<file path="src/logic/tfg_pkg.sv">
// Shared constants, types and register layouts for the extended-page control block
package tfg_pkg;

  // Register indices (5-bit management index space)
  localparam logic [4:0] IDX_STD_LAST     = 5'h0_f;
  localparam logic [4:0] IDX_EXT_FIRST    = 5'h1_0;
  localparam logic [4:0] IDX_EXT_LAST     = 5'h1_e;
  localparam logic [4:0] IDX_GEN_CONTROL  = 5'h1_d;
  localparam logic [4:0] IDX_GEN_PATTERN  = 5'h1_e;
  localparam logic [4:0] IDX_AMP_TRIM     = 5'h1_0;
  localparam logic [4:0] IDX_ENERGY_CTRL  = 5'h1_1;
  localparam logic [4:0] IDX_PAGE_ACCESS  = 5'h1_f;

  // Page access values
  localparam logic [15:0] PAGE_MAIN       = 16'h0000;
  localparam logic [15:0] PAGE_SECOND     = 16'h0002;

  // Generator control field positions
  localparam int GEN_ENABLE_BIT           = 15;
  localparam int GEN_RUN_BIT              = 14;
  localparam int GEN_CONT_BIT             = 13;
  localparam int GEN_LEN_HI               = 12;
  localparam int GEN_LEN_LO               = 11;
  localparam int GEN_GAP_BIT              = 10;
  localparam int GEN_DST_HI               = 9;
  localparam int GEN_DST_LO               = 6;
  localparam int GEN_SRC_HI               = 5;
  localparam int GEN_SRC_LO               = 2;
  localparam int GEN_RANDOM_BIT           = 1;
  localparam int GEN_BADFCS_BIT           = 0;

  // Energy control field positions
  localparam int EN_10TE_BIT              = 15;
  localparam int EN_LED_HI                = 13;
  localparam int EN_LED_LO                = 10;
  localparam int EN_LINK_BIT              = 8;
  localparam int EN_GIG_STAT_BIT          = 7;
  localparam int EN_FAST_STAT_BIT         = 6;
  localparam int EN_FORCE_GIG_BIT         = 5;
  localparam int EN_FORCE_LPI_BIT         = 4;
  localparam int EN_INH_TX_FAST_BIT       = 3;
  localparam int EN_INH_RX_FAST_BIT       = 2;
  localparam int EN_INH_TX_GIG_BIT        = 1;
  localparam int EN_INH_RX_GIG_BIT        = 0;
  localparam logic [15:0] ENERGY_WR_MASK  = 16'hbc3f;

  // Reset values
  localparam logic [15:0] GEN_CONTROL_RST = 16'h0040;
  localparam logic [15:0] GEN_PATTERN_RST = 16'h0000;
  localparam logic [15:0] AMP_TRIM_RST    = 16'h02de;
  localparam logic [15:0] ENERGY_RST      = 16'h0000;

  // Frame lengths in bytes, including the check sequence
  localparam logic [13:0] LEN_125         = 14'h007d;
  localparam logic [13:0] LEN_64          = 14'h0040;
  localparam logic [13:0] LEN_1518        = 14'h05ee;
  localparam logic [13:0] LEN_JUMBO       = 14'h2710;

  // Gaps in bit times, turned into byte slots
  localparam int GAP_SHORT_BITS           = 96;
  localparam int GAP_LONG_BITS            = 8192;
  localparam logic [10:0] GAP_SHORT_BYTES = 11'(GAP_SHORT_BITS / 8);
  localparam logic [10:0] GAP_LONG_BYTES  = 11'(GAP_LONG_BITS / 8);

  // Burst sizes and the stop granule
  localparam logic [24:0] BURST_GIG       = 25'h1c9_c380;
  localparam logic [24:0] BURST_FAST      = 25'h02d_c6c0;
  localparam logic [24:0] BURST_SLOW      = 25'h004_93e0;
  localparam logic [13:0] STOP_GRANULE    = 14'h2710;

  // Line speed codes
  localparam logic [1:0] SPD_10           = 2'h0;
  localparam logic [1:0] SPD_100          = 2'h1;
  localparam logic [1:0] SPD_1000         = 2'h2;

  // Management request
  typedef struct packed {
    logic [4:0]  idx;
    logic [15:0] wdata;
    logic        wr;
    logic        rd;
  } tfg_req_s;

  // Byte stream toward the line
  typedef struct packed {
    logic       valid;
    logic [7:0] data;
    logic       last;
  } tfg_byte_s;

  typedef enum logic [2:0] {ST_IDLE, ST_HDR, ST_BODY, ST_FCS, ST_GAP, ST_DONE} tfg_state_e;

endpackage

</file>
<file path="src/logic/tfg_ext_page_ctrl.sv">
// Extended-page register bank, test frame generator and energy-saving controls
//
// The address-and-strobe port was left to the implementer.
`timescale 1ns/10ps

// Contract
// - Stop waits for a multiple of 10,000
// - Burst count by speed, or continuous
// - Length field picks the frame size
// - Gap bit picks 96 or 8192 bits
// - Addresses all F except lowest nibble
// - Payload fixed or random
// - Bad-checksum bit corrupts the FCS
// - Fixed payload repeats the pattern register
// - Page two remaps indices 16 to 30
// - Indices 0 to 15 ignore the page
// - Writing 0000h restores the main page
// - Page access at 31; reserved read zero
// - Bit 15 enables 10BASE-Te mode
// - LED polarity per bit, reset zero
// - Bit 8 shows live link state
// - Bits 7,6 show energy-saving resolution
// - Bit 5 with speed 10b forces gigabit
// - Bit 4 forces LPI toward the line
// - Transmit inhibits block LPI to line
// - Receive inhibits block LPI to MAC
// - Four trim fields with given resets
module tfg_ext_page_ctrl (
  input  wire logic               i_mclk,
  input  wire logic               i_sys_rst,
  input  wire tfg_pkg::tfg_req_s  i_req,
  output logic [15:0]             o_rdata,
  output logic                    o_std_sel,
  output logic [15:0]             o_std_wdata,
  input  wire logic [15:0]        i_std_rdata,
  input  wire logic [1:0]         i_speed,
  input  wire logic [1:0]         i_mode_speed_sel,
  input  wire logic               i_link_up,
  input  wire logic               i_an_gig_eee,
  input  wire logic               i_an_fast_eee,
  input  wire tfg_pkg::tfg_byte_s i_mac_tx,
  input  wire logic               i_mac_tx_lpi,
  input  wire logic               i_line_rx_lpi,
  input  wire logic [3:0]         i_led_state,
  output tfg_pkg::tfg_byte_s      o_line_tx,
  output logic                    o_line_tx_lpi,
  output logic                    o_mac_rx_lpi,
  output logic [3:0]              o_indicator_outputs,
  output logic                    o_force_gig,
  output logic                    o_mode_10te,
  output logic [15:0]             o_amp_trim,
  output logic                    o_gen_busy
);

  ////////////////////////////////////////////////////////////////////////////
  // Pin synchronisers for link status inputs
  logic [3:0] sync_a;
  logic [3:0] sync_b;
  wire  [3:0] pins_raw = {i_link_up, i_an_gig_eee, i_an_fast_eee, i_line_rx_lpi};

  always_ff @(posedge i_mclk or posedge i_sys_rst)
  begin
    if (i_sys_rst)
    begin
      sync_a <= 4'h0;
      sync_b <= 4'h0;
    end
    else
    begin
      sync_a <= pins_raw;
      sync_b <= sync_a;
    end
  end

  wire link_up_s  = sync_b[3];
  wire gig_eee_s  = sync_b[2];
  wire fast_eee_s = sync_b[1];
  wire rx_lpi_s   = sync_b[0];

  ////////////////////////////////////////////////////////////////////////////
  // Registers and address decode
  logic [15:0] page_access;
  logic [15:0] gen_ctrl;
  logic [15:0] gen_pattern;
  logic [15:0] amp_trim;
  logic [15:0] energy_ctrl;

  wire on_second  = (page_access == tfg_pkg::PAGE_SECOND);
  wire idx_std    = (i_req.idx <= tfg_pkg::IDX_STD_LAST);
  wire idx_page   = (i_req.idx == tfg_pkg::IDX_PAGE_ACCESS);
  wire sel_ctrl   = !on_second && (i_req.idx == tfg_pkg::IDX_GEN_CONTROL);
  wire sel_pat    = !on_second && (i_req.idx == tfg_pkg::IDX_GEN_PATTERN);
  wire sel_trim   = on_second && (i_req.idx == tfg_pkg::IDX_AMP_TRIM);
  wire sel_energy = on_second && (i_req.idx == tfg_pkg::IDX_ENERGY_CTRL);

  // Standard indices pass straight through to the shared register set
  assign o_std_sel   = idx_std && (i_req.wr || i_req.rd);
  assign o_std_wdata = i_req.wdata;

  // Live status bits merged into the energy register read value
  wire [15:0] energy_rd = (energy_ctrl & tfg_pkg::ENERGY_WR_MASK)
                        | (16'(link_up_s)  << tfg_pkg::EN_LINK_BIT)
                        | (16'(gig_eee_s)  << tfg_pkg::EN_GIG_STAT_BIT)
                        | (16'(fast_eee_s) << tfg_pkg::EN_FAST_STAT_BIT);

  // Read mux; reserved and unmapped indices read zero
  wire [15:0] rd_mux = idx_std    ? i_std_rdata :
                       idx_page   ? page_access :
                       sel_ctrl   ? gen_ctrl :
                       sel_pat    ? gen_pattern :
                       sel_trim   ? amp_trim :
                       sel_energy ? energy_rd : 16'h0000;

  // Register writes; page register takes any value, only 0002h selects page two
  always_ff @(posedge i_mclk or posedge i_sys_rst)
  begin
    if (i_sys_rst)
    begin
      page_access <= tfg_pkg::PAGE_MAIN;
      gen_ctrl    <= tfg_pkg::GEN_CONTROL_RST;
      gen_pattern <= tfg_pkg::GEN_PATTERN_RST;
      amp_trim    <= tfg_pkg::AMP_TRIM_RST;
      energy_ctrl <= tfg_pkg::ENERGY_RST;
      o_rdata     <= 16'h0000;
    end
    else
    begin
      if (i_req.wr && idx_page) page_access <= i_req.wdata;
      if (i_req.wr && sel_ctrl) gen_ctrl <= i_req.wdata;
      if (i_req.wr && sel_pat) gen_pattern <= i_req.wdata;
      if (i_req.wr && sel_trim) amp_trim <= i_req.wdata;
      if (i_req.wr && sel_energy) energy_ctrl <= i_req.wdata & tfg_pkg::ENERGY_WR_MASK;
      o_rdata <= i_req.rd ? rd_mux : 16'h0000;
    end
  end

  ////////////////////////////////////////////////////////////////////////////
  // Energy-saving and LED outputs
  assign o_mode_10te   = energy_ctrl[tfg_pkg::EN_10TE_BIT];
  assign o_force_gig   = energy_ctrl[tfg_pkg::EN_FORCE_GIG_BIT]
                       && (i_mode_speed_sel == tfg_pkg::SPD_1000);
  assign o_amp_trim    = amp_trim;

  wire inh_tx = (i_speed == tfg_pkg::SPD_1000) ? energy_ctrl[tfg_pkg::EN_INH_TX_GIG_BIT] :
                (i_speed == tfg_pkg::SPD_100)  ? energy_ctrl[tfg_pkg::EN_INH_TX_FAST_BIT] :
                1'b0;
  wire inh_rx = (i_speed == tfg_pkg::SPD_1000) ? energy_ctrl[tfg_pkg::EN_INH_RX_GIG_BIT] :
                (i_speed == tfg_pkg::SPD_100)  ? energy_ctrl[tfg_pkg::EN_INH_RX_FAST_BIT] :
                1'b0;
  // Forced LPI replaces idles only; MAC frames still win while present
  wire force_lpi = energy_ctrl[tfg_pkg::EN_FORCE_LPI_BIT] && !i_mac_tx.valid;

  assign o_line_tx_lpi = force_lpi || (i_mac_tx_lpi && !inh_tx);
  assign o_mac_rx_lpi  = rx_lpi_s && !inh_rx;

  // Polarity per indicator; zero gives an active-low drive
  genvar g;
  generate
    for (g = 0; g < 4; g++)
    begin : g_led
      assign o_indicator_outputs[g] =
        energy_ctrl[tfg_pkg::EN_LED_LO + g] ? i_led_state[g] : !i_led_state[g];
    end
  endgenerate

  ////////////////////////////////////////////////////////////////////////////
  // Test frame generator
  wire        gen_en   = gen_ctrl[tfg_pkg::GEN_ENABLE_BIT];
  wire        gen_run  = gen_ctrl[tfg_pkg::GEN_RUN_BIT];
  wire [1:0]  len_code = gen_ctrl[tfg_pkg::GEN_LEN_HI:tfg_pkg::GEN_LEN_LO];
  wire [3:0]  dst_nib  = gen_ctrl[tfg_pkg::GEN_DST_HI:tfg_pkg::GEN_DST_LO];
  wire [3:0]  src_nib  = gen_ctrl[tfg_pkg::GEN_SRC_HI:tfg_pkg::GEN_SRC_LO];

  wire [13:0] frame_len = (len_code == 2'h0) ? tfg_pkg::LEN_125 :
                          (len_code == 2'h1) ? tfg_pkg::LEN_64 :
                          (len_code == 2'h2) ? tfg_pkg::LEN_1518 :
                          tfg_pkg::LEN_JUMBO;
  wire [10:0] gap_len   = gen_ctrl[tfg_pkg::GEN_GAP_BIT] ?
                          tfg_pkg::GAP_LONG_BYTES : tfg_pkg::GAP_SHORT_BYTES;
  wire [24:0] burst_len = (i_speed == tfg_pkg::SPD_1000) ? tfg_pkg::BURST_GIG :
                          (i_speed == tfg_pkg::SPD_100)  ? tfg_pkg::BURST_FAST :
                          tfg_pkg::BURST_SLOW;

  tfg_pkg::tfg_state_e state;
  tfg_pkg::tfg_state_e next_state;
  logic [13:0] byte_cnt;
  logic [24:0] pkt_cnt;
  logic [13:0] gran_cnt;
  logic [10:0] gap_cnt;
  logic [31:0] crc;
  logic [15:0] lfsr;
  logic        stopping;

  // Header bytes: destination, source, then length/type field
  wire [7:0] hdr_byte = (byte_cnt == 14'd5)  ? {4'hf, dst_nib} :
                        (byte_cnt < 14'd5)   ? 8'hff :
                        (byte_cnt == 14'd11) ? {4'hf, src_nib} :
                        (byte_cnt < 14'd11)  ? 8'hff : 8'h00;
  wire [7:0] body_byte = gen_ctrl[tfg_pkg::GEN_RANDOM_BIT] ? lfsr[7:0] :
                         (byte_cnt[0] ? gen_pattern[7:0] : gen_pattern[15:8]);
  wire [13:0] fcs_start = frame_len - 14'd4;
  wire [1:0]  fcs_idx   = 2'(byte_cnt - fcs_start);
  wire [31:0] fcs_val   = gen_ctrl[tfg_pkg::GEN_BADFCS_BIT] ? crc : ~crc;
  wire [7:0]  fcs_byte  = fcs_val[8 * fcs_idx +: 8];
  wire [7:0]  cur_byte  = (state == tfg_pkg::ST_HDR)  ? hdr_byte :
                          (state == tfg_pkg::ST_BODY) ? body_byte : fcs_byte;
  wire        sending   = (state == tfg_pkg::ST_HDR) || (state == tfg_pkg::ST_BODY)
                          || (state == tfg_pkg::ST_FCS);
  wire        frame_end = (state == tfg_pkg::ST_FCS) && (fcs_idx == 2'h3);
  wire        gap_end   = (state == tfg_pkg::ST_GAP) && (gap_cnt == gap_len - 11'd1);
  wire        burst_hit = !gen_ctrl[tfg_pkg::GEN_CONT_BIT] && (pkt_cnt == burst_len);
  wire        gran_hit  = (gran_cnt == 14'd0);

  // CRC-32 over one byte, reflected polynomial
  function automatic logic [31:0] crc_step(input logic [31:0] c, input logic [7:0] d);
    logic [31:0] r;
    r = c ^ {24'h00_0000, d};
    for (int k = 0; k < 8; k++)
      r = r[0] ? ((r >> 1) ^ 32'hedb8_8320) : (r >> 1);
    return r;
  endfunction

  // Next-state selection
  always_comb
  begin
    next_state = state;
    case (state)
      tfg_pkg::ST_IDLE: if (gen_en && gen_run) next_state = tfg_pkg::ST_HDR;
      tfg_pkg::ST_HDR:  if (byte_cnt == 14'd13) next_state = tfg_pkg::ST_BODY;
      tfg_pkg::ST_BODY: if (byte_cnt == fcs_start - 14'd1) next_state = tfg_pkg::ST_FCS;
      tfg_pkg::ST_FCS:  if (frame_end) next_state = tfg_pkg::ST_GAP;
      tfg_pkg::ST_GAP:
        if (gap_end)
        begin
          if (!gen_en) next_state = tfg_pkg::ST_IDLE;
          else if (burst_hit) next_state = tfg_pkg::ST_DONE;
          else if (stopping && gran_hit) next_state = tfg_pkg::ST_IDLE;
          else next_state = tfg_pkg::ST_HDR;
        end
      tfg_pkg::ST_DONE: if (!gen_run || !gen_en) next_state = tfg_pkg::ST_IDLE;
      default: next_state = tfg_pkg::ST_IDLE;
    endcase
  end

  // Generator datapath; packet counts restart with every fresh run
  always_ff @(posedge i_mclk or posedge i_sys_rst)
  begin
    if (i_sys_rst)
    begin
      state    <= tfg_pkg::ST_IDLE;
      byte_cnt <= 14'd0;
      pkt_cnt  <= 25'd0;
      gran_cnt <= 14'd0;
      gap_cnt  <= 11'd0;
      crc      <= 32'hffff_ffff;
      lfsr     <= 16'hace1;
      stopping <= 1'b0;
    end
    else
    begin
      state    <= next_state;
      lfsr     <= {lfsr[14:0], lfsr[15] ^ lfsr[13] ^ lfsr[12] ^ lfsr[10]};
      stopping <= (state != tfg_pkg::ST_IDLE) && (stopping || !gen_run);
      byte_cnt <= (sending && !frame_end) ? byte_cnt + 14'd1 : 14'd0;
      gap_cnt  <= (state == tfg_pkg::ST_GAP) ? gap_cnt + 11'd1 : 11'd0;
      if (state == tfg_pkg::ST_IDLE)
      begin
        pkt_cnt  <= 25'd0;
        gran_cnt <= 14'd0;
      end
      else if (frame_end)
      begin
        pkt_cnt  <= pkt_cnt + 25'd1;
        gran_cnt <= (gran_cnt == tfg_pkg::STOP_GRANULE - 14'd1) ? 14'd0 : gran_cnt + 14'd1;
      end
      if (state == tfg_pkg::ST_HDR || state == tfg_pkg::ST_BODY)
        crc <= crc_step(crc, cur_byte);
      else if (!sending)
        crc <= 32'hffff_ffff;
    end
  end

  // Line transmit: generator owns the line only while enabled
  always_ff @(posedge i_mclk or posedge i_sys_rst)
  begin
    if (i_sys_rst)
      o_line_tx <= '0;
    else if (gen_en)
      o_line_tx <= '{valid: sending, data: sending ? cur_byte : 8'h00, last: frame_end};
    else
      o_line_tx <= i_mac_tx;
  end

  assign o_gen_busy = (state != tfg_pkg::ST_IDLE) && (state != tfg_pkg::ST_DONE);

endmodule // tfg_ext_page_ctrl

</file>
<file path="config.mk">
export PLATFORM = sky130hd
export DESIGN_NAME = tfg_ext_page_ctrl
export DESIGN_NICKNAME = d
export VERILOG_FILES = /design/src/logic/tfg_pkg.sv /design/src/logic/tfg_ext_page_ctrl.sv
export SDC_FILE = /design/constraint.sdc
export NUM_CORES = 1
export LEC_CHECK = 0
export ABC_AREA = 1
export BUFFER_PORTS_ARGS = -buffer_cell sky130_fd_sc_hd__buf_2
export CORE_ASPECT_RATIO = 1.2
export CORE_MARGIN = 3
export CORE_UTILIZATION = 54
export CTS_BUF_LIST = sky130_fd_sc_hd__clkbuf_16
export DETAILED_ROUTE_END_ITERATION = 10
export PLACE_DENSITY_LB_ADDON = 0.1
export SYNTH_ARGS = -nofsm -noshare
export SYNTH_HDL_FRONTEND = slang
export SYNTH_SLANG_ARGS = --single-unit
</file>
<file path="constraint.sdc">
create_clock -name i_mclk -period 6.6 [get_ports i_mclk]
set_input_delay 0.33 -clock i_mclk [delete_from_list [all_inputs] [get_ports i_mclk]]
set_output_delay 0.33 -clock i_mclk [all_outputs]
set_load 0.03 [all_outputs]
</file>
==> results of run 1 <==
## registers in the layout (all words and copies together) (netlist names), 10 cells and up
register	cells
gap_cnt	11
gen_pattern	16
gran_cnt	14
lfsr	16
byte_cnt	14
pkt_cnt	25
gen_ctrl	16
crc	32
o_rdata	16
o_amp_trim	16
o_line_tx	10
energy_ctrl	11
page_access	16
## final cells by class
class,count,area [um^2],area share
Inverter,198,761,0.0521
Clock inverter,21,188,0.0129
Clock buffer,25,626,0.0429
Tap cell,315,394,0.0270
Timing Repair Buffer,142,751,0.0515
Sequential cell,225,5690,0.390
Multi-Input combinational cell,1229,6180,0.424
## critical path: cells and delay by family (launching register included)
family	cells	cell delay (ns)
compound gates	1	0.17
fa+ha+maj	1	0.80
buf+inv	2	0.44
flops	1	0.62
simple gates	15	1.53
## logic make-up (layout without fill, tap and decap cells)
kind of cell,count (synthesis),in the layout,share of synthesized area
xor gates and xnor gates,43,43,0.0295
buffers and inverters,269,386,0.0898
DFF,225,225,0.436
AOI/OAI and AO/OA,306,306,0.129
and+or+nand+nor,868,868,0.304
adders and majority gates,12,12,0.0115
## cells in the mapped netlist, types with 3 or more instances
| cell | n |
|---|---|
| inv_1 | 181 |
| ha_1 | 12 |
| a41oi_1 | 3 |
| dfstp_2 | 48 |
| buf_1 | 4 |
| nor4_1 | 19 |
| a22oi_1 | 4 |
| o22ai_1 | 11 |
| dfrtp_1 | 177 |
| o21ai_1 | 6 |
| nand2_1 | 477 |
| nand2_2 | 50 |
| a21oi_2 | 3 |
| o21ai_0 | 154 |
| nand3_2 | 5 |
| nand3_1 | 116 |
| o21a_1 | 5 |
| nor2_2 | 4 |
| xor2_1 | 32 |
| buf_4 | 19 |
| a221oi_1 | 8 |
| xnor2_1 | 10 |
| buf_6 | 9 |
| a31oi_1 | 4 |
| o2111ai_1 | 3 |
| or2_2 | 3 |
| buf_2 | 6 |
| a21oi_1 | 89 |
| clkbuf_1 | 32 |
| o211ai_1 | 9 |
| nor2_1 | 110 |
| inv_2 | 11 |
| nor3b_1 | 8 |
| inv_4 | 4 |
| nor3_1 | 34 |
| nand2_4 | 13 |
| nand4_1 | 14 |
## stage by stage
step                instances  instance area (um^2)  setup WS (ns)
global route             2155                 14600           2.64
global placement         2104                 13700           3.07
finish                   2155                 14600           2.97
CTS                      2155                 14600           3.01
detailed placement       2104                 13700           3.01
floorplan                1723                 13000          0.187
## cell usage in the layout (no fill, tap or decap), types with 10 or more instances in the layout
cell type and n:
xnor2_1 10, nor3_1 34, nand2_2 50, o21ai_0 154, dfrtp_1 177, buf_2 131, nor4_1 19, a21oi_1 89
inv_2 11, xor2_1 32, dfstp_2 48, nand2_1 477, nand3_1 116, clkbuf_16 25, nor2_1 110, nand4_1 14
ha_1 12, inv_1 185, nand2_4 13, o22ai_1 11
## repair_timing
action                                  CTS  global route
endpoints found under the setup margin    0             0
hold endpoints to repair                 17             0
hold buffers                              5             0
## per-layer routing
layer	track usage	wire length [um]
met1	0.382	15700
met4	0.121	1580
met3	0.0341	2280
met5	0	0
met2	0.499	18900
## report_power, final
part | internal (W) | switching (W) | leakage, nW
logic | 0.00120 | 0.00284 | 3.77
clock network | 0.000809 | 0.000575 | 0.418
registers | 0.00166 | 0.000233 | 2.87
total | 0.00367 | 0.00365 | 7.06
## final timing paths
path | from | to | slack, ns | depth (start not counted)
max | byte_cnt[0] | crc[19] | 2.97 | 19
min | i_mac_tx[2] | o_line_tx[2] | 0.01 | 3
max reg2reg | byte_cnt[0] | crc[19] | 2.97 | 19
min reg2reg | sync_a[1] | sync_b[1] | 0.35 | 0
max in group asynchronous | i_sys_rst | o_rdata[5] | 4.75 | 4
min in group asynchronous | i_sys_rst | o_line_tx[7] | 0.48 | 3
==> impl_metrics.env, run 1 <==
export IMPL_ant_nets=0
export IMPL_async_flop_share=1.00
export IMPL_grt_pass1_vias=11700
export IMPL_maxCapViolations=0
export IMPL_place_gp_congestion=0.951
export IMPL_synthDistinctLibCells=57
export IMPL_crit_chain="inv_2, ha_1, inv_2, o21ai_0, nand2_1, nand2_1, nand2_1, nand2_1, nand2_2, nand2_4, nand2_1, nand2_2, nand2_1, nand2_2, nand2_1, nand2_2, nor2_2, and2_1, nor2_1"
export IMPL_fin_crit_sh=0.550
export IMPL_synth_top_area_share=0.340
export IMPL_io_buffers=131
export IMPL_seq_area_frac_synth=0.436
export IMPL_rows=61
export IMPL_synth_edf_count=0
export IMPL_leakagePower_nw=7.06
export IMPL_crit_path_end_kind="flip-flop"
export IMPL_netlist_area_mm2=0.0130
export IMPL_drt_vias_per_instance=5.58
export IMPL_drc=0
export IMPL_area_growth_pct=11.9
export IMPL_cp_start_kind="flip-flop"
export IMPL_die_height_um=176
export IMPL_max_stage_delay_ns=0.80
export IMPL_cp_max_fo=19
export IMPL_worstPathArrival_ns=4.09
export IMPL_hp_class="in -> reg"
export IMPL_synth_top_cell_by_area="dfrtp_1"
export IMPL_clkLatencyLatePin_ns=0.53
export IMPL_synth_seq_cells=225
export IMPL_cts_buffers=25
export IMPL_cp_common_cell="nand2_1"
export IMPL_path_clk_slew_ns=0.06
export IMPL_ys_flop_type="dfrtp_1"
export IMPL_yosys_top_cells_area="dfrtp_1 34%, nand2_1 14%, dfstp_2 9.7%, o21ai_0 5.9%, inv_1 5.2%"
export IMPL_clock_path_buffers=3
export IMPL_grt_max_degree=111
export IMPL_setup_tns_ns=0
export IMPL_first_iter_violations=897
export IMPL_antenna_cells=0
export IMPL_worst_pin_slew_ns=0.903
export IMPL_core_mm2=0.0234
export IMPL_nNetsFinal=1897
export IMPL_worstPathRequired_ns=7.06
export IMPL_drv_slew=0
export IMPL_crit_slowest_cell="ha_1"
export IMPL_cts_root_buf="clkbuf_16"
export IMPL_gr_usage_all_layers=0.293
export IMPL_fin_util=0.623
export IMPL_synth_nets=1799
export IMPL_hold_violations=0
export IMPL_hold_slack_ns=0.0116
export IMPL_post_cts_resized=0
export IMPL_finalCriticalPeriod_ns=3.63
export IMPL_place_hpwl_um=28400
export IMPL_die_area_mm2=0.0261
export IMPL_ios=132
export IMPL_powerDensity_mw_per_mm2=501
export IMPL_syn_area_per_cell_um2=7.57
export IMPL_start_util=0.557
export IMPL_first_pass_iters=6
export IMPL_htreeDepth=1
export IMPL_grt_pass1_wl_um=61400
export IMPL_drive_gt1_frac=0.178
export IMPL_fmax_ghz=0.276
export IMPL_vdd_drop_max_uv=242
export IMPL_setup_viol=0
export IMPL_cts_setup_buffers=0
export IMPL_slew_headroom=0.396
export IMPL_critPathKind="reg -> reg"
export IMPL_grt_antenna_before_repair=0
export IMPL_rsz0062_at_grt="no"
export IMPL_synth_cells=1723
export IMPL_run_status="complete, no violations"
export IMPL_overflow=0
export IMPL_yosysWarnings=0
export IMPL_numClockSinks=225
export IMPL_cts_tree="yes"
export IMPL_vias=12000
export IMPL_clock_skew_ns=0.0119
export IMPL_die_w_um=148
export IMPL_post_drt_wl_per_cell_um=17.9
export IMPL_total_power_w=0.00732
export IMPL_totalWireLength_um=38500
export IMPL_nFillCells=2180
No activity file was read; power rests on OpenSTA's default activity.
==> inputs of run 2 (changes only) <==
Settings changed: CORE_UTILIZATION 54 to 60.
Clock period 6.6 ns to 3.75 ns, I/O delays scaled along.
==> run 2 against run 1 <==
Effect of this change: via count is 2.7% higher; critical path type unchanged; register-to-register slack worse by 2.6 ns; largest power group unchanged; wire length increased by 0.96%; sequential share of layout area fell by 0.81 points; global-route usage up 3.3 points; total power rose by 76%; combinational power rose by 77%.
==> impl_metrics.env, run 2 (same netlist as run 1, synthesis figures left out) <==
export IMPL_drv_slew=0
export IMPL_crit_path_end_kind="flip-flop"
export IMPL_rsz0062_at_grt="no"
export IMPL_vias=12400
export IMPL_place_gp_congestion=1.00
export IMPL_post_cts_resized=0
export IMPL_die_w_um=141
export IMPL_start_util=0.615
export IMPL_final_common_cell="nand2_1"
export IMPL_critPathKind="reg -> reg"
export IMPL_drc=0
export IMPL_hold_violations=0
export IMPL_slew_headroom=0.331
export IMPL_place_hpwl_um=28300
export IMPL_worst_pin_slew_ns=1.00
export IMPL_rows=58
export IMPL_worstPathRequired_ns=4.22
export IMPL_core_mm2=0.0212
export IMPL_clkLatencyLatePin_ns=0.55
export IMPL_vdd_drop_max_uv=658
export IMPL_nFillCells=1748
export IMPL_gr_usage_all_layers=0.325
export IMPL_numClockSinks=225
export IMPL_fin_util=0.703
export IMPL_first_pass_iters=8
export IMPL_grt_pass1_vias=11900
export IMPL_largest_reg_flops=32
export IMPL_fmax_ghz=0.293
export IMPL_totalWireLength_um=38800
export IMPL_grt_antenna_before_repair=1
export IMPL_nNetsFinal=1933
export IMPL_area_growth_pct=14.2
export IMPL_grt_max_degree=76
export IMPL_hold_slack_ns=0.00653
export IMPL_worstPathArrival_ns=3.89
export IMPL_clock_path_buffers=3
export IMPL_maxCapViolations=0
export IMPL_total_power_w=0.0129
export IMPL_cts_root_buf="clkbuf_16"
export IMPL_die_height_um=167
export IMPL_powerDensity_mw_per_mm2=865
export IMPL_htreeDepth=1
export IMPL_post_drt_wl_per_cell_um=18.1
export IMPL_dpl_cell_area_mm2=0.0137
export IMPL_setup_viol=0
export IMPL_setup_tns_ns=0
export IMPL_leakagePower_nw=7.21
export IMPL_r2r_start="byte_cnt[0]"
export IMPL_worstSetupStartpoint="byte_cnt[0]"
export IMPL_cts_tree="yes"
export IMPL_clock_skew_ns=0.0109
export IMPL_regMostFlops="crc"
export IMPL_drive_gt1_frac=0.178
export IMPL_final_cell_mix="477 x nand2_1, 184 x inv_1, 177 x dfrtp_1, 154 x o21ai_0, 131 x buf_2"
export IMPL_cp_start_kind="flip-flop"
export IMPL_overflow=0
export IMPL_fin_crit_sh=0.911
export IMPL_cp_max_fo=17
export IMPL_drt_vias_per_instance=5.75
export IMPL_run_status="complete, no violations"
export IMPL_ant_nets=0
export IMPL_hp_class="in -> reg"
export IMPL_design_area_mm2=0.0149
export IMPL_die_area_mm2=0.0235
export IMPL_grt_pass1_wl_um=61800
export IMPL_ios=132
export IMPL_hp_start="i_req[16]"
export IMPL_finalCriticalPeriod_ns=3.42
export IMPL_cts_buffers=25
export IMPL_first_iter_violations=1001
export IMPL_io_buffers=131
export IMPL_r2r_setup_slack_ns=0.33
export IMPL_reg_top3="crc: 32 flops, pkt_cnt: 25 flops"
export IMPL_path_clk_slew_ns=0.06
==> run 2: cell types whose count changed in the layout (fill, tap and decap cells not counted) <==
cell and delta:
diode_2 +1, inv_8 -1, clkinv_4 -2, dlygate4sd3_1 +31, inv_1 -1, buf_4 +2
inv_16 +1, bufinv_16 -1, clkinv_2 +3, clkinvlp_4 +2, inv_6 -1, buf_12 +3
==> run 2: worst max-delay path, stage by stage, from the launching register on <==
cell and delay (ns):
dfrtp_1 0.62, inv_2 0.14, ha_1 0.49, inv_2 0.29
o21ai_0 0.17, nand2_1 0.11, nand2_1 0.05, nand2_1 0.05
nand2_1 0.05, nand2_2 0.10, nand2_4 0.06, nand2_1 0.09
nand2_2 0.22, nand2_1 0.17, nand2_2 0.15, nand2_1 0.12
nand3_2 0.16, o21ai_0 0.22, nor2_1 0.06
==> run 2: power by group <==
group          internal, W  switching (W)
registers          0.00293       0.000414
clock network      0.00136        0.00105
logic              0.00215        0.00500
total              0.00643        0.00646
==> run 2: repair_timing <==
action,CTS,global route
setup buffers,0,0
hold buffers,36,0
hold endpoints to repair,79,0
==> run 2: layer usage <==
| metal | vias up | global-route usage | share of wire | routed length, um |
|---|---|---|---|---|
| li1 | 5866 | - | - | - |
| met1 | 5739 | 0.412 | 0.39 | 15300 |
| met2 | 612 | 0.533 | 0.47 | 18400 |
| met3 | 137 | 0.0491 | 0.072 | 2810 |
| met4 | 0 | 0.184 | 0.062 | 2420 |
| met5 | - | 0 | 0 | 0 |
==> run 2: area by class of cell <==
class	count	area (um^2)	share of cell area
antenna	1	2.50	0.000168
clock buffer	25	626	0.0420
clock inverter	21	170	0.0114
inverter	198	757	0.0508
multi-input combinational	1229	6180	0.415
sequential	225	5690	0.382
tap	270	338	0.0227
timing repair buffer	178	1140	0.0763
==> run 2: worst paths after layout <==
kind | endpoint | cells past startpoint
min in group asynchronous | o_line_tx[7] | 3
worst min register to register | lfsr[9] | 0
worst max register to register | crc[19] | 18
max in group asynchronous | o_amp_trim[3] | 4
worst min-delay path | gen_pattern[14] | 3
worst max-delay path | crc[19] | 18
==> run 2: metrics by stage <==
| step | setup WS (ns) | instances |
|---|---|---|
| CTS | 0.436 | 2146 |
| detailed placement | 0.443 | 2064 |
| global placement | 0.524 | 2064 |
| floorplan | 0.664 | 1723 |
| global route | 0.102 | 2147 |
| finish | 0.333 | 2147 |
==> inputs of run 3 (changes only) <==
Settings changed: BUFFER_PORTS_ARGS -buffer_cell sky130_fd_sc_hd__buf_2 to default, CORE_UTILIZATION 60 to 65, DONT_BUFFER_PORTS from default to 1.
==> run 3 against run 2 <==
Effect of this change: worst setup slack worse by 0.0080 ns; clock-buffer cell count unchanged; hold slack better by 0.16 ns; largest cell class unchanged; clock skew up 0.016 ns; global-route usage up 3.4 points; sequential power up 3%; register-to-register slack about the same; final cell count down 5.5%; total power up 1.3%; sequential cell count unchanged; first-iteration DRC count up 21%; largest power group unchanged; highest routed layer is now met5.
==> impl_metrics.env, run 3 (same netlist as run 1, synthesis figures left out) <==
export IMPL_worst_pin_slew_ns=0.984
export IMPL_first_iter_violations=1215
export IMPL_gr_usage_all_layers=0.359
export IMPL_first_pass_iters=6
export IMPL_final_cells=2028
export IMPL_die_w_um=135
export IMPL_post_drt_wl_per_cell_um=19.3
export IMPL_vdd_drop_max_uv=730
export IMPL_ant_nets=0
export IMPL_cp_start_kind="flip-flop"
export IMPL_fin_util=0.739
export IMPL_numClockSinks=225
export IMPL_place_hpwl_um=27600
export IMPL_path_clk_slew_ns=0.07
export IMPL_drv_slew=0
export IMPL_die_height_um=161
export IMPL_final_cell_mix="477 x nand2_1, 182 x inv_1, 177 x dfrtp_1, 154 x o21ai_0, 116 x nand3_1"
export IMPL_slew_headroom=0.343
export IMPL_totalWireLength_um=39200
export IMPL_seqPwrFrac=0.263
export IMPL_p_comb_frac=0.542
export IMPL_maxCapViolations=0
export IMPL_reg_top3="crc: 32 flops, pkt_cnt: 25 flops"
export IMPL_finalCriticalPeriod_ns=3.43
export IMPL_cts_tree="yes"
export IMPL_fin_crit_sh=0.913
export IMPL_pwr_share_clk=0.196
export IMPL_vias=12100
export IMPL_regMostFlops="crc"
export IMPL_setup_viol=0
export IMPL_io_buffers=0
export IMPL_leakagePower_nw=6.74
export IMPL_grt_antenna_before_repair=1
export IMPL_overflow=0
export IMPL_grt_pass1_wl_um=62400
export IMPL_final_common_cell="nand2_1"
export IMPL_start_util=0.665
export IMPL_worstPathRequired_ns=4.23
export IMPL_holdBufCountCts=58
export IMPL_rows=56
export IMPL_htreeDepth=1
export IMPL_hold_violations=0
export IMPL_crit_path_end_kind="flip-flop"
export IMPL_nNetsFinal=1824
export IMPL_grt_max_degree=73
export IMPL_drive_gt1_frac=0.113
export IMPL_setup_tns_ns=0
export IMPL_worstPathArrival_ns=3.91
export IMPL_cts_root_buf="clkbuf_16"
export IMPL_dpl_cell_area_mm2=0.0131
export IMPL_cp_max_fo=17
export IMPL_switching_share=0.500
export IMPL_design_area_mm2=0.0145
export IMPL_die_area_mm2=0.0218
export IMPL_dp_cells=1924
export IMPL_ios=132
export IMPL_run_status="complete, no violations"
export IMPL_area_growth_pct=11.2
export IMPL_drt_vias_per_instance=5.98
export IMPL_internal_power_w=0.00653
export IMPL_hp_class="in -> reg"
export IMPL_cts_buffers=25
export IMPL_antenna_cells=0
export IMPL_powerDensity_mw_per_mm2=901
export IMPL_rsz0062_at_grt="no"
export IMPL_fmax_ghz=0.292
export IMPL_largest_reg_flops=32
export IMPL_switchingPower_w=0.00653
export IMPL_clock_path_buffers=3
export IMPL_core_mm2=0.0196
export IMPL_place_gp_congestion=0.960
export IMPL_post_cts_resized=0
export IMPL_clkLatencyLatePin_ns=0.55
export IMPL_grt_pass1_vias=11800
export IMPL_drc=0
export IMPL_critPathKind="reg -> reg"
export IMPL_cts_setup_buffers=0
export IMPL_clock_skew_ns=0.0267
[run 3: cell types whose count changed in the layout (fill, tap and decap cells not counted), sizes merged]
cell,before,now
buf,142,11
diode,1,0
bufinv,2,4
inv,200,198
dlygate4sd3,36,58
[run 3: final timing paths]
kind	startpoint	to	slack, ns	cells after the start
max	byte_cnt[0]	crc[18]	0.32	20
min	i_req[22]	o_rdata[1]	0.16	3
max reg2reg	byte_cnt[0]	crc[18]	0.32	20
min reg2reg	sync_a[3]	sync_b[3]	0.35	0
max in group asynchronous	i_sys_rst	o_amp_trim[9]	2.50	3
min in group asynchronous	i_sys_rst	o_line_tx[5]	0.36	2
[run 3: worst max-delay path, cell delays in order, from the launching register on]
cell and delay [ns]:
dfrtp_1 0.65, inv_2 0.15, ha_1 0.54, inv_2 0.21
nand2_1 0.12, nand2_1 0.06, nand2_1 0.07, nand2_1 0.04
nand2_1 0.05, nand2_1 0.10, nand2_2 0.13, nand2_2 0.07
nand2_2 0.32, nand2_1 0.17, nand2_4 0.13, nand2_1 0.13
nand2_1 0.14, nand2_1 0.07, nand3_1 0.07, nand2_1 0.07
inv_1 0.07
[run 3: power by group through the flow]
stage | logic, W | clock network, W | registers [W]
after detailed placement | 0.00684 | 0 | 0.00345
final | 0.00707 | 0.00256 | 0.00343
after global routing | 0.00779 | 0.00266 | 0.00346
after global placement | 0.00668 | 0 | 0.00344
after CTS | 0.00695 | 0.00255 | 0.00341
after floorplan | 0.00539 | 0 | 0.00328
[run 3: stage by stage]
step / hold slack (ns) / total power [W] / worst slack (ns)
CTS: 0.136 / 0.0129 / 0.388
global placement: 0.219 / 0.0101 / 0.595
detailed placement: 0.219 / 0.0103 / 0.455
global route: 0.183 / 0.0139 / 0.131
finish: 0.162 / 0.0131 / 0.325
floorplan: 0.219 / 0.00867 / 0.664
[run 3: area by class of cell]
class / count / area, um^2
Clock buffer: 25 / 626
Timing Repair Buffer: 69 / 701
Clock inverter: 21 / 221
Multi-Input combinational cell: 1229 / 6180
Sequential cell: 225 / 5690
Inverter: 198 / 757
Tap cell: 261 / 327
Fill cell: 1535 / 5120
[run 3: routing by layer]
| metal | track usage | vias up | part of all wire |
|---|---|---|---|
| met5 | 0 | - | 0.00033 |
| met4 | 0.181 | 2 | 0.060 |
| met1 | 0.446 | 5671 | 0.38 |
| met3 | 0.0576 | 176 | 0.077 |
| met2 | 0.607 | 645 | 0.49 |
| li1 | - | 5638 | - |
